<file path="config.mk">
export PLATFORM = sky130hd
export DESIGN_NAME = tap_core
export DESIGN_NICKNAME = d
export VERILOG_FILES = /design/src/logic/tap_core.v
export VERILOG_INCLUDE_DIRS = /design/src /design/src/common
export SDC_FILE = /design/constraint.sdc
export NUM_CORES = 1
export LEC_CHECK = 0
export BUFFER_PORTS_ARGS = -buffer_cell sky130_fd_sc_hd__buf_2
export CAP_MARGIN = 30
export CORE_MARGIN = 2
export CORE_UTILIZATION = 24
export CTS_CLUSTER_DIAMETER = 120
export DETAILED_ROUTE_END_ITERATION = 6
export GPL_ROUTABILITY_DRIVEN = 1
export GPL_TIMING_DRIVEN = 0
export HOLD_SLACK_MARGIN = 0.06
export PLACE_DENSITY = 0.43
export SYNTH_ARGS = -nofsm -noshare
export SYNTH_HDL_FRONTEND = slang
export SYNTH_SLANG_ARGS = --single-unit
</file>
<file path="constraint.sdc">
create_clock -name clock -period 2.65 [get_ports clock]
set_input_delay 0.1325 -clock clock [delete_from_list [all_inputs] [get_ports clock]]
set_output_delay 0.1325 -clock clock [all_outputs]
set_load 0.02 [all_outputs]
</file>
<file path="src/common/test_if_map.vh">
/*
 * Register offsets, field positions, reset values, tap codes and timing
 * counts of the test interface front end. Assumes a byte-wide register
 * port with 4-bit addresses and a 200 MHz block clock.
 */
// Behaviour
// - mode pins 00 enable srom, terminal, tap
// - other mode patterns select factory test, ports idle
// - shared receive pin takes srom or terminal data
// - shared clock pin clocks srom or transmits; enable
// - status pin shows written value and timeout pulse
// - tap controls boundary register and chip tristate
// - scan active only with mode 00, power good
// - no retire for billion cycles: 256-cycle pulse
// - reset forces status pin low until written
// - instruction capture loads 00001
`ifndef TEST_IF_MAP_VH
`define TEST_IF_MAP_VH

// register offsets
`define TIM_REG_CTRL      4'h0
`define TIM_REG_STATE     4'h1
`define TIM_REG_RXDATA    4'h2
`define TIM_REG_IRQ_STAT  4'h3
`define TIM_REG_IRQ_MASK  4'h4
`define TIM_REG_IR        4'h5

// control fields
`define TIM_CTRL_STATUS   0
`define TIM_CTRL_SROM_RUN 1
`define TIM_CTRL_TERM     2
`define TIM_CTRL_TX       3
`define TIM_CTRL_RESET    4'h0

// state fields
`define TIM_ST_MODE_OK    0
`define TIM_ST_SCAN_EN    1
`define TIM_ST_FITTED     2
`define TIM_ST_RX         3
`define TIM_ST_PULSE      4

// event bits, shared by status and mask
`define TIM_EV_TIMEOUT    0
`define TIM_EV_RX_BYTE    1
`define TIM_EV_MODE_BAD   2
`define TIM_EV_SCAN_CHG   3

// instruction codes
`define TIM_IR_EXTEST     5'h00
`define TIM_IR_SAMPLE     5'h01
`define TIM_IR_CLAMP      5'h04
`define TIM_IR_HIGHZ      5'h05
`define TIM_IR_BYPASS     5'h1f
`define TIM_IR_CAPTURE    5'h01

// timing counts in block clock cycles
`define TIM_TIMEOUT_CYCLES 32'h3b9aca00
`define TIM_PULSE_CYCLES   9'h100
`define TIM_SROM_HALF      4'h8

`endif

</file>
<file path="src/logic/tap_core.v">
/*
 * Boundary-scan access port controller: sixteen-state machine, 5-bit
 * instruction register and bypass bit. Assumes tck edges, tms, tdi and
 * trst_n arrive already synchronised to the block clock.
 */
`timescale 1ns/10ps
`default_nettype none
`include "test_if_map.vh"
module tap_core (
    // clock and reset
    input  wire       clock,
    input  wire       rst,
    // gating and pins
    input  wire       enable,
    input  wire       tck_rise,
    input  wire       tck_fall,
    input  wire       tms,
    input  wire       tdi,
    input  wire       trst_n,
    input  wire       bsr_tdo,
    // results
    output reg        tdo_ff,
    output reg        tdo_oe_ff,
    output reg        highz_ff,
    output reg        extest_ff,
    output reg        bsr_capture_ff,
    output reg        bsr_shift_ff,
    output reg        bsr_update_ff,
    output wire [4:0] ir_out
);
    localparam [3:0] S_TLR = 4'h0, S_RTI = 4'h1, S_SDR = 4'h2;
    localparam [3:0] S_CDR = 4'h3, S_SHD = 4'h4, S_E1D = 4'h5;
    localparam [3:0] S_PD  = 4'h6, S_E2D = 4'h7, S_UDR = 4'h8;
    localparam [3:0] S_SIR = 4'h9, S_CIR = 4'ha, S_SHI = 4'hb;
    localparam [3:0] S_E1I = 4'hc, S_PI  = 4'hd, S_E2I = 4'he;
    localparam [3:0] S_UIR = 4'hf;

    reg [3:0] state_ff;
    reg [3:0] nxt_state;
    reg [4:0] ir_ff;
    reg [4:0] ir_sh_ff;
    reg       bypass_ff;
    wire      bsr_sel = (ir_ff[4:2] == 3'h0);
    wire      step = tck_rise;

    assign ir_out = ir_ff;

    always @* begin
        case (state_ff)
            S_TLR: nxt_state = tms ? S_TLR : S_RTI;
            S_RTI: nxt_state = tms ? S_SDR : S_RTI;
            S_SDR: nxt_state = tms ? S_SIR : S_CDR;
            S_CDR: nxt_state = tms ? S_E1D : S_SHD;
            S_SHD: nxt_state = tms ? S_E1D : S_SHD;
            S_E1D: nxt_state = tms ? S_UDR : S_PD;
            S_PD:  nxt_state = tms ? S_E2D : S_PD;
            S_E2D: nxt_state = tms ? S_UDR : S_SHD;
            S_UDR: nxt_state = tms ? S_SDR : S_RTI;
            S_SIR: nxt_state = tms ? S_TLR : S_CIR;
            S_CIR: nxt_state = tms ? S_E1I : S_SHI;
            S_SHI: nxt_state = tms ? S_E1I : S_SHI;
            S_E1I: nxt_state = tms ? S_UIR : S_PI;
            S_PI:  nxt_state = tms ? S_E2I : S_PI;
            S_E2I: nxt_state = tms ? S_UIR : S_SHI;
            S_UIR: nxt_state = tms ? S_SDR : S_RTI;
            default: nxt_state = S_TLR;
        endcase
    end

    always @(posedge clock) begin
        if (rst || !enable || !trst_n) begin
            // held in reset while the enable pattern is missing
            state_ff       <= S_TLR;
            ir_ff          <= `TIM_IR_BYPASS;
            ir_sh_ff       <= `TIM_IR_CAPTURE;
            bypass_ff      <= 1'b0;
            tdo_ff         <= 1'b0;
            tdo_oe_ff      <= 1'b0;
            highz_ff       <= 1'b0;
            extest_ff      <= 1'b0;
            bsr_capture_ff <= 1'b0;
            bsr_shift_ff   <= 1'b0;
            bsr_update_ff  <= 1'b0;
        end else begin
            bsr_capture_ff <= step && bsr_sel && state_ff == S_CDR;
            bsr_shift_ff   <= step && bsr_sel && state_ff == S_SHD;
            bsr_update_ff  <= step && bsr_sel && state_ff == S_UDR;
            highz_ff       <= (ir_ff == `TIM_IR_HIGHZ);
            extest_ff      <= (ir_ff == `TIM_IR_EXTEST) ||
                              (ir_ff == `TIM_IR_CLAMP);
            if (step) begin
                state_ff <= nxt_state;
                case (state_ff)
                    S_TLR: ir_ff <= `TIM_IR_BYPASS;
                    S_CIR: ir_sh_ff <= `TIM_IR_CAPTURE;
                    S_SHI: ir_sh_ff <= {tdi, ir_sh_ff[4:1]};
                    S_UIR: ir_ff <= ir_sh_ff;
                    S_CDR: bypass_ff <= 1'b0;
                    S_SHD: bypass_ff <= tdi;
                    default: bypass_ff <= bypass_ff;
                endcase
            end
            if (tck_fall) begin
                tdo_oe_ff <= (state_ff == S_SHI) || (state_ff == S_SHD);
                if (state_ff == S_SHI)
                    tdo_ff <= ir_sh_ff[0];
                else if (bsr_sel)
                    tdo_ff <= bsr_tdo;
                else
                    tdo_ff <= bypass_ff;
            end
        end
    end
endmodule // tap_core
`default_nettype wire

</file>
# == After elaboration in Yosys (flattened, before gate mapping) ==
# Index checks and enable logic that the tools add are counted.
# classes
n_eq_ne,17
muxes,18
reduce_logical,22
# ops
cell,count
one-hot mux 4 bit (12 select lines),1
equality test 4 bit (second input constant),8
one-hot mux 5 bit (2 select lines),2
equality test 4 x 3 -> 1 bit (second input constant),4
two-way mux 4 bit,4
equality test 5 x 3 -> 1 bit (second input constant),2
equality test 4 x 2 -> 1 bit (second input constant),2
two-way mux 2 bit,3
two-way mux 3 bit,2
AND reduction 2 bit,3
nonzero test 2 bit,3
logical NOT 5 bit,1
two-way mux 1 bit,5
equality test 4 x 1 -> 1 bit (second input constant),1
logical AND 1 bit,4
logical NOT 4 bit,1
logical OR 1 bit,4
OR reduction 2 bit,2
logical NOT 3 bit,1
OR reduction 3 bit,1
logical NOT 1 bit,2
one-hot mux 1 bit (2 select lines),1
# totals
regBits,22
inputBits,9
output_inout_bits,12

# == Depth between registers and ports, before layout ==
# Gate-level depths: netlist of the first run.
# depth
word_depth,3
mapped_depth,6
depth_no_buf,4

# == Worst setup path before layout of the first run ==
# OpenSTA, ideal clock, no wires.
# synth_path
kind,flip-flop to flip-flop
from,register state_ff[1]
to,register ir_ff[2] (netlist: ir_out[2])
setup_ps,59
t_arrival_ps,1205
required_time_ps,2591
setup_slack_ps,1385
stages_incl_launch_ff,5
path_buffers,0
period_less_slack_ps,1265
path_cell_list,dfxtp_1 > or4_4 > a21boi_4 > o22ai_1 > nand2_1
# synth_between
elab_chain_cells,3
elab_cells_between_ends,5
cone_classes,eq/ne: 1; mux: 1; reduce/logical: 3
# synth_lines
item,line_no,text
from (decl),tap_core.v:38,reg [3:0] state_ff;
from (signal assigned),tap_core.v:92,state_ff <= nxt_state;
equality test 4 bit / logical NOT 4 bit (equally long branches),tap_core.v:93,case (state_ff)
nonzero test 2 bit (no source line),--,
AND reduction 2 bit (no source line),--,
to (signal assigned),tap_core.v:74,ir_ff <= `TIM_IR_BYPASS;
to (signal assigned),tap_core.v:94,S_TLR: ir_ff <= `TIM_IR_BYPASS;
to (signal assigned),tap_core.v:97,S_UIR: ir_ff <= ir_sh_ff;
to (decl),tap_core.v:40,reg [4:0] ir_ff;
# Several ways; a longest one is shown, not always the timed one.
# A chain may end at the register's enable or synchronous reset.

# == Worst setup path after layout of the first run ==
# layout_path
from,register state_ff[0]
to,register ir_ff[3] (netlist: ir_out[3])
# Same word-level chain as after synthesis.

==> flow_summary.toml, run 1 <==
[clock_network]
cts_resized = 0
cts_tree = "built"
cts.clk_slew.worst_paths_ns = 0.09
h-tree-depth = 1
cts_buffer_depth = 2
cts_inserted_buffers = 3
postCtsHoldBufs = 0
cts.sinks = 22
post_cts_buffers = 0
clockRootBuffer = "clkbuf_8"
insertion_delay_ns = 0.26

[logic_synthesis]
syn_area_sq_um = 1065
synthTopCellsByArea = "dfxtp_1 (41%), nand2_1 (5.6%), a21oi_1 (5.2%)"
syn_avg_cell_area_sq_um = 8.191
ys_types = 39
synth.largest_area_cell = "dfxtp_1"
synthArstFlopShare = 0
synth_top_area_share = 0.4136
syn-num-nets = 139
synth_seq_cells = 22
synth_edf_count = 0
yosysSeqAreaShare = 0.4136
synth_ff_type = "dfxtp_1"
netlist_instances = 130
yosysWarnings = 0

[timing]
fin_crit_sh = 0.6049
whs_ns = 0.08349
worst_pin_slew_ns = 0.6410
hold_violations = 0
fmax_mhz = 623.8
clock_skew_ns = 0.003667
finalSetupViolations = 0
fin_tns_setup_ns = 0
slew_headroom = 0.5711
finalCriticalPeriod_ns = 1.603
rsz0062_at_grt = "no"
drv_slew = 0

[worst_setup_path]
crit_path_start_kind = "flip-flop"
path_max_fanout = 10
cp.required_ns = 2.79
critical_path_class = "reg2reg"
end_kind = "flip-flop"
crit_arrival_ns = 1.74

[detailed_routing]
drc = 0
route.vias.total = 1027
top_layer = "met4"
ant_nets = 0
drt_pre_antenna_iters = 4
met2_length_mm = 1.324
drt-total-wl_mm = 2.791
drtIter0Drc = 48
wl_met1_mm = 1.359
wl_met3_microns = 93
routed_via_density = 4.985
drt-wirelength-per-cell_microns = 13.55

[floorplan]
dieArea_sq_um = 4985
fp.dieW_microns = 70.61
rows = 24
ios = 21
dieHeight_microns = 70.61
start_util = 0.2462
coreArea_sq_um = 4324

[place]
dp_hpwl_mm = 2.046
portBuffers = 20
gp_congestion = 0.7763

[global_routing]
grt_antenna_before_repair = 0
grt_pass1_wl_mm = 4.685
grt_usage = 0.1177
grt_overflow_total = 0
grt_pass1_vias = 1025
grt_start_max_net_pins = 14

[final_layout]
multiInputGateArea_sq_um = 559.3
syn_to_final_growth_pct = 22.21
drive_above_1_share = 0.2273
finalNetCount = 164
diodes = 0
regArea_sq_um = 440.4
fillers = 473

[pwr]
p_per_area_nw_per_um2 = 529.1
p_clk_frac = 0.465
leakagePower_uw = 0.0004750
seqPwrFrac = 0.482
p_total_uw = 688.5
ir_drop_uv = 204.3
p_sw_uw = 139.7
combPwrFrac = 0.053
swShare = 0.2030
internal-power_uw = 548.8

[min_path]
hp-class = "in2reg"

[status]
status = "complete, no violations"

[job]
maxCapViolCount = 0
-- cells by family after synthesis --
family / Yosys count / synth area share
flip-flops: 22 / 0.4136
multiplexers: 1 / 0.009401
AO/OA/AOI/OAI: 36 / 0.2186
buffers and inverters: 12 / 0.06110
XOR/XNOR: 1 / 0.008227
AND/OR/NAND/NOR: 58 / 0.2891
-- worst paths after layout --
| kind | slack (ns) | start | to | cells after the start |
|---|---|---|---|---|
| setup / recovery | 1.05 | state_ff[0]$_SDFFE_PP0P_ | ir_out[3]$_SDFFE_PP1P_ | 5 |
| hold / removal | 0.08 | tck_fall | tdo_oe_ff$_SDFFE_PP0P_ | 2 |
| setup reg to reg | 1.05 | state_ff[0]$_SDFFE_PP0P_ | ir_out[3]$_SDFFE_PP1P_ | 5 |
| hold reg to reg | 0.47 | tdo_ff$_SDFFE_PP0P_ | tdo_ff$_SDFFE_PP0P_ | 2 |
-- synth_stat cells, types with 3 or more instances --
cell type  count
buf_2          4
nand2_1       16
nor2_1         9
a31oi_1        3
a21oi_1       11
inv_1          3
o21ai_0        8
nor3_1         5
dfxtp_1       22
o22ai_1        6
nand2b_1       4
nand3_1        7
-- stage by stage --
stage                       util  setup WS [ns]  cells  instance area, sq um
after floorplan                -          1.385    130                  1065
after global placement    0.2844          1.096    202                  1230
after detailed placement  0.2844          1.054    202                  1230
after CTS                 0.3009          1.048    206                  1301
after global routing      0.3009         0.8611    206                  1301
final                     0.3009          1.047    206                  1301
-- worst max-delay path: stages, from the launching register on --
cell and delay, ns:
dfxtp_1 0.41, clkbuf_1 0.35, buf_2 0.29, nand2_1 0.17
o22ai_1 0.19, nand2_1 0.06
-- layout make-up --
| class | count | share of cell area |
|---|---|---|
| multi-input cells | 96 | 0.4298 |
| flip-flops and latches | 22 | 0.3385 |
| repair buffers | 20 | 0.07692 |
| well taps | 52 | 0.05000 |
| plain buffers | 9 | 0.04135 |
| clock buffers | 3 | 0.03173 |
| clock inverters | 1 | 0.02308 |
| inverters | 3 | 0.008654 |
-- power by group through the flow --
stage / Combinational, uW / Clock (uW) / Sequential [uW]
detailed placement: 36.7 / 0 / 339
floorplan: 22.4 / 0 / 339
global placement: 36.2 / 0 / 339
CTS: 36.9 / 326 / 332
finish: 36.5 / 320 / 332
global route: 40.8 / 341 / 332
-- state kept, by name (all words and copies together) (netlist names) --
register / flops
ir_out: 5
highz_ff: 1
bypass_ff: 1
extest_ff: 1
bsr_update_ff: 1
tdo_ff: 1
bsr_shift_ff: 1
state_ff: 4
bsr_capture_ff: 1
ir_sh_ff: 5
tdo_oe_ff: 1
-- per-layer routing --
metal	up-vias	track usage
met5	-	0
li1	520	-
met1	488	0.1447
met4	0	0.01887
met3	2	0.02707
met2	17	0.2138
-- placed cells by master (no fill, tap or decap), drive strengths merged --
master / instances
a21boi: 1
a21o: 1
a21oi: 11
a221o: 1
a221oi: 1
a31oi: 3
and3: 1
and4: 1
and4b: 1
buf: 27
bufinv: 1
clkbuf: 5
dfxtp: 22
inv: 3
mux2i: 1
nand2: 16
nand2b: 4
nand3: 7
nand4: 1
nand4b: 1
nor2: 9
nor2b: 2
nor3: 5
nor3b: 2
nor4b: 1
o2111a: 1
o211a: 1
o211ai: 1
o21ai: 8
o22ai: 6
o31ai: 1
or2: 2
or3: 2
or3b: 1
or4: 2
xnor2: 1
(Power assumes the default switching activity.)
==> inputs of run 2 (changes only) <==
ABC_AREA = 1   (was unset)
clock period = 1.67 ns   (was 2.65 ns; I/O delays follow)
==> run 2 against run 1 <==
Net effect:
- non-clock buffer count down 8
- flip-flop and latch count unchanged
- clock-buffer cell count up 1
- critical endpoint is now state_ff[0]$_SDFFE_PP0P_
- largest power group unchanged
==> flow_summary.toml, run 2 <==
[status]
status = "complete, no violations"

[worst_setup_path]
crit_end = "state_ff[0]$_SDFFE_PP0P_"
cp.buffers_inverters = 0
crit_path_start_kind = "flip-flop"
path_max_fanout = 7
critPathTopFamily = "simple AND/OR/NAND/NOR gates"
critical_path_class = "reg2reg"
end_kind = "flip-flop"
cp.required_ns = 1.86
r2r_start = "state_ff[1]$_SDFFE_PP0P_"
crit_start = "state_ff[1]$_SDFFE_PP0P_"
worstPathCellList = "nor2_1 -> nand2_2 -> nand2_1 -> nor2_1 -> o21ai_1 -> nand2_1 -> a21oi_1"
crit_arrival_ns = 1.62
cpPeakStageDelay_ns = 0.39
timing.rr.end = "state_ff[0]$_SDFFE_PP0P_"
ff2ff_path_depth = 7
crit_cells = 7
slowest_stage = "dfxtp_1"
r2r_slack_ns = 0.23

[pwr]
combPwrFrac = 0.045
leakagePower_uw = 0.0005483
p_clk_frac = 0.406
ir_drop_uv = 296.6
p_per_area_nw_per_um2 = 770.5
p_sw_uw = 209.2
swShare = 0.2183
seqPwrFrac = 0.549
internal-power_uw = 749.1

[final_layout]
syn_to_final_growth_pct = 20.63
final_common_cell = "nand2_1"
diodes = 0
finalNetCount = 187
drive_above_1_share = 0.1638
mostFrequentLayoutCells = "nand2_1 (52), dfxtp_1 (22), buf_2 (20), inv_1 (16), nor2_1 (14)"

[logic_synthesis]
syn_area_sq_um = 1031
syn-num-nets = 163
netlist_top_cells_count = "nand2_1 (52), dfxtp_1 (22), inv_1 (16)"
synth_top_area_share = 0.4272
ys_types = 21
yosysWarnings = 0
yosysSeqAreaShare = 0.4272
syn_avg_cell_area_sq_um = 6.695
synth_seq_cells = 22
synthArstFlopShare = 0
synth.largest_area_cell = "dfxtp_1"
synthTopCellsByArea = "dfxtp_1 (43%), nand2_1 (19%), a21oi_1 (6.3%)"
synth_ff_type = "dfxtp_1"
synth_edf_count = 0
netlist_instances = 154
synth_most_common_cell = "nand2_1"

[detailed_routing]
route.vias.total = 1043
drt-total-wl_mm = 2.713
drc = 0
ant_nets = 0
drt_pre_antenna_iters = 4
drt-wirelength-per-cell_microns = 11.95
drtIter0Drc = 75
routed_via_density = 4.595

[global_routing]
busiest_layer = "met2"
grt_start_max_net_pins = 13
grt_pass1_wl_mm = 4.678
grt_pass1_vias = 1028
grt_overflow_total = 0
grt_antenna_before_repair = 0
grtUsageMet3 = 0.02762
grt_usage = 0.1194
gr-usage-met1 = 0.1590
use_met2 = 0.1880

[clock_network]
cts_tree = "built"
cts.clk_slew.worst_paths_ns = 0.09
cts_resized = 0
h-tree-depth = 1
cts_buffer_depth = 2
postCtsHoldBufs = 0
post_cts_buffers = 0
cts.sinks = 22
insertion_delay_ns = 0.27
clockRootBuffer = "clkbuf_8"
cts_inserted_buffers = 3

[timing]
drv_slew = 0
finalSetupViolations = 0
fin_crit_sh = 0.8604
fin_tns_setup_ns = 0
hold_violations = 0
whs_ns = 0.07785
finalCriticalPeriod_ns = 1.437
fin_ws_ns = 0.2331
worst_pin_slew_ns = 0.5345
rsz0062_at_grt = "no"
slew_headroom = 0.6437
fmax_mhz = 695.9
clock_skew_ns = 0.01057

[floorplan]
dieHeight_microns = 69.54
start_util = 0.2541
dieArea_sq_um = 4836
ios = 21
coreArea_sq_um = 4058
rows = 23
fp.dieW_microns = 69.54

[place]
place_worst_setup_slack_ns = 0.2889
gp_congestion = 0.8951
dp_hpwl_mm = 2.081
portBuffers = 19

[min_path]
hp-class = "in2reg"

[job]
maxCapViolCount = 0
==> run 2: changes by cell type after synthesis, sizes merged, moves of 3 or more <==
cell | previous run | this run
nor3 | 5 | 0
nand4 | 1 | 4
a21oi | 11 | 14
nand2 | 16 | 53
nor2 | 9 | 17
inv | 3 | 16
buf | 7 | 1
nand2b | 4 | 0
==> run 2: cell families (layout without fill, tap and decap cells) <==
| family | Yosys count | in the layout | share of synthesized area |
|---|---|---|---|
| flip-flops | 22 | 22 | 0.4272 |
| buffers and inverters | 19 | 42 | 0.07038 |
| AND/OR/NAND/NOR | 83 | 83 | 0.3398 |
| AO/OA/AOI/OAI | 30 | 30 | 0.1626 |
==> run 2: area by class of cell <==
type,count,area [sq um]
plain buffers,2,8.758
inverters,17,63.81
clock buffers,4,55.05
repair buffers,19,95.09
fillers,450,2814
flip-flops and latches,22,440.4
well taps,50,62.56
multi-input cells,113,518.0
==> run 2: power groups by stage <==
| stage | registers (uW) | clock network (uW) | logic [uW] |
|---|---|---|---|
| floorplan | 540 | 0 | 22.4 |
| global placement | 539 | 0 | 42.8 |
| detailed placement | 539 | 0 | 42.9 |
| CTS | 526 | 395 | 43.1 |
| global route | 527 | 416 | 48.2 |
| finish | 527 | 389 | 42.6 |
==> run 2: through the flow <==
stage          total power, uW  cell area [sq um]  cells  utilization
3_5_place_dp             581.8               1189    223       0.2929
4_1_cts                  964.9               1244    227       0.3065
6_report                 958.3               1244    227       0.3065
2_1_floorplan            562.2               1031    154            -
5_1_grt                  991.1               1244    227       0.3065
3_3_place_gp             581.7               1189    223       0.2929
==> run 2: worst min path at each step <==
stage / start / to / slack, ns / cells past startpoint
after floorplan: tck_fall / tdo_oe_ff$_SDFFE_PP0P_ / 0.22 / 2
after global placement: tck_fall / tdo_oe_ff$_SDFFE_PP0P_ / 0.35 / 3
after global routing: rst / ir_sh_ff[0]$_SDFFE_PP1P_ / 0.1 / 3
after CTS: tck_fall / tdo_oe_ff$_SDFFE_PP0P_ / 0.08 / 3
after detailed placement: tck_fall / tdo_oe_ff$_SDFFE_PP0P_ / 0.36 / 3
final: tck_fall / tdo_oe_ff$_SDFFE_PP0P_ / 0.08 / 3
==> run 2: worst reg2reg max path, stage by stage, from the launching register on <==
cell	delay, ns
dfxtp_1	0.39
nor2_1	0.35
nand2_2	0.12
nand2_1	0.09
nor2_1	0.06
o21ai_1	0.15
nand2_1	0.07
a21oi_1	0.12
==> run 2: metal layers <==
metal / wire, microns / share of wire / vias up
li1: - / - / 550
met1: 1365 / 0.50 / 475
met2: 1241 / 0.46 / 13
met3: 69 / 0.025 / 5
met4: 37 / 0.014 / 0
met5: 0 / 0 / -
==> inputs of run 3 (changes only) <==
CORE_UTILIZATION = 52   (was 24)
PLACE_DENSITY = 0.78   (was 0.43)
==> run 3 against run 2 <==
Net effect:
- die area decreased by 51%
- clock power increased by 2%
- clock-buffer cell count decreased by 1
- global-route usage increased by 9.1 points
- maximum frequency decreased by 1.4%
- via count increased by 4.1%
- total power increased by 1.4%
- critical endpoint is now highz_ff$_SDFF_PP0_
- largest power group unchanged
- highest routed layer unchanged
==> flow_summary.toml, run 3 (same netlist as run 2, synthesis figures left out) <==
[floorplan]
dieHeight_microns = 48.53
coreArea_sq_um = 1922
start_util = 0.5365
fp.dieW_microns = 48.53
dieArea_sq_um = 2355
rows = 16
ios = 21

[status]
status = "complete, no violations"

[worst_setup_path]
crit_arrival_ns = 1.68
cp.required_ns = 1.89
crit_path_start_kind = "primary input"
end_kind = "flip-flop"
ff2ff_path_depth = 7
r2r_start = "state_ff[0]$_SDFFE_PP0P_"
timing.rr.end = "state_ff[0]$_SDFFE_PP0P_"
crit_start = "rst"
crit_end = "highz_ff$_SDFF_PP0_"
path_max_fanout = 10
critical_path_class = "in2reg"
r2r_slack_ns = 0.24

[final_layout]
final_core_util = 0.6465
drive_above_1_share = 0.1611
finalNetCount = 190
diodes = 0
syn_to_final_growth_pct = 20.51
final_common_cell = "nand2_1"
mostFrequentLayoutCells = "nand2_1 (52), dfxtp_1 (22), buf_2 (20), inv_1 (16), nor2_1 (14)"

[timing]
finalCriticalPeriod_ns = 1.457
clock_skew_ns = 0.01266
rsz0062_at_grt = "no"
drv_slew = 0
finalSetupViolations = 0
worst_pin_slew_ns = 0.4664
fin_ws_ns = 0.2126
fin_tns_setup_ns = 0
hold_violations = 0
fmax_mhz = 686.2
slew_headroom = 0.6891
fin_crit_sh = 0.8727

[clock_network]
clockRootBuffer = "clkbuf_4"
cts.sinks = 22
cts_buffer_depth = 2
cts.clk_slew.worst_paths_ns = 0.12
cts_tree = "built"
h-tree-depth = 1
insertion_delay_ns = 0.31
cts_inserted_buffers = 3
post_cts_buffers = 0

[detailed_routing]
routed_via_density = 5.246
route.vias.total = 1086
drt_pre_antenna_iters = 4
drt-wirelength-per-cell_microns = 11.57
drt-total-wl_mm = 2.396
ant_nets = 0
drc = 0
drtIter0Drc = 55

[global_routing]
gr-usage-met1 = 0.2613
grt_start_max_net_pins = 14
grt_pass1_wl_mm = 3.864
busiest_layer = "met2"
grt_usage = 0.2103
grtUsageMet3 = 0.04938
use_met2 = 0.3681
grt_overflow_total = 0
grt_pass1_vias = 934
grt_antenna_before_repair = 0

[place]
dp_hpwl_mm = 1.800
gp_congestion = 0.9534
portBuffers = 19
place_worst_setup_slack_ns = 0.2730

[job]
maxCapViolCount = 0

[min_path]
hp-class = "in2reg"

[pwr]
leakagePower_uw = 0.0005600
p_total_uw = 971.4
ir_drop_uv = 590.3
p_per_area_nw_per_um2 = 781.8
==> run 3: changes by cell type in the layout (fill, tap and decap cells not counted), sizes merged <==
cell	before	now
bufinv	0	1
dlygate4sd3	0	3
clkbuf	5	4
==> run 3: area by class of cell <==
cell class | count | area [sq um]
fill | 182 | 679.4
multi-input combinational | 113 | 518.0
sequential | 22 | 440.4
timing repair buffer | 22 | 125.1
inverter | 17 | 63.81
tap | 27 | 33.78
clock inverter | 1 | 30.03
clock buffer | 3 | 22.52
buffer | 2 | 8.758
==> run 3: report_power, final <==
part           switching, uW  internal (uW)  leakage (uW)
sequential              1.41            526      0.000178
clock                    154            243     0.0000279
combinational           28.9           18.0      0.000355
total                    185            787      0.000560
==> run 3: per-layer routing <==
metal	vias up	share of wire
met1	492	0.43
met5	-	0
met2	35	0.50
li1	557	-
met4	0	0.0050
met3	2	0.061
==> run 3: how the worst min path moves through the flow <==
stage                        start  depth (start not counted)                  endpoint  slack, ns
after floorplan           tck_fall                          2    tdo_oe_ff$_SDFFE_PP0P_       0.22
after global placement    tck_fall                          3    tdo_oe_ff$_SDFFE_PP0P_       0.34
after detailed placement       rst                          3    ir_out[0]$_SDFFE_PP1P_       0.35
after CTS                   enable                          4    ir_out[0]$_SDFFE_PP1P_       0.11
after global routing      tck_rise                          3  state_ff[2]$_SDFFE_PP0P_       0.13
final                     tck_rise                          3  state_ff[1]$_SDFFE_PP0P_       0.12
==> run 3: through the flow <==
step / std cells / hold slack, ns / cell area, sq um
6_report: 207 / 0.1177 / 1242
5_1_grt: 207 / 0.1295 / 1242
4_1_cts: 207 / 0.1106 / 1242
3_5_place_dp: 200 / 0.3550 / 1160
3_3_place_gp: 200 / 0.3390 / 1160
2_1_floorplan: 154 / 0.2168 / 1031
==> run 3: repair_timing <==
item                       CTS  global route
hold endpoints to repair     9             0
setup endpoints to repair    0             0
hold buffers                 3             0
resized for setup            0             0
==> run 3: worst max-delay path, cell delays in order <==
cell and delay [ns]:
dlygate4sd3_1 0.54, buf_2 0.13, nor2_2 0.34, inv_1 0.10, clkbuf_1 0.25, nor4_1 0.24
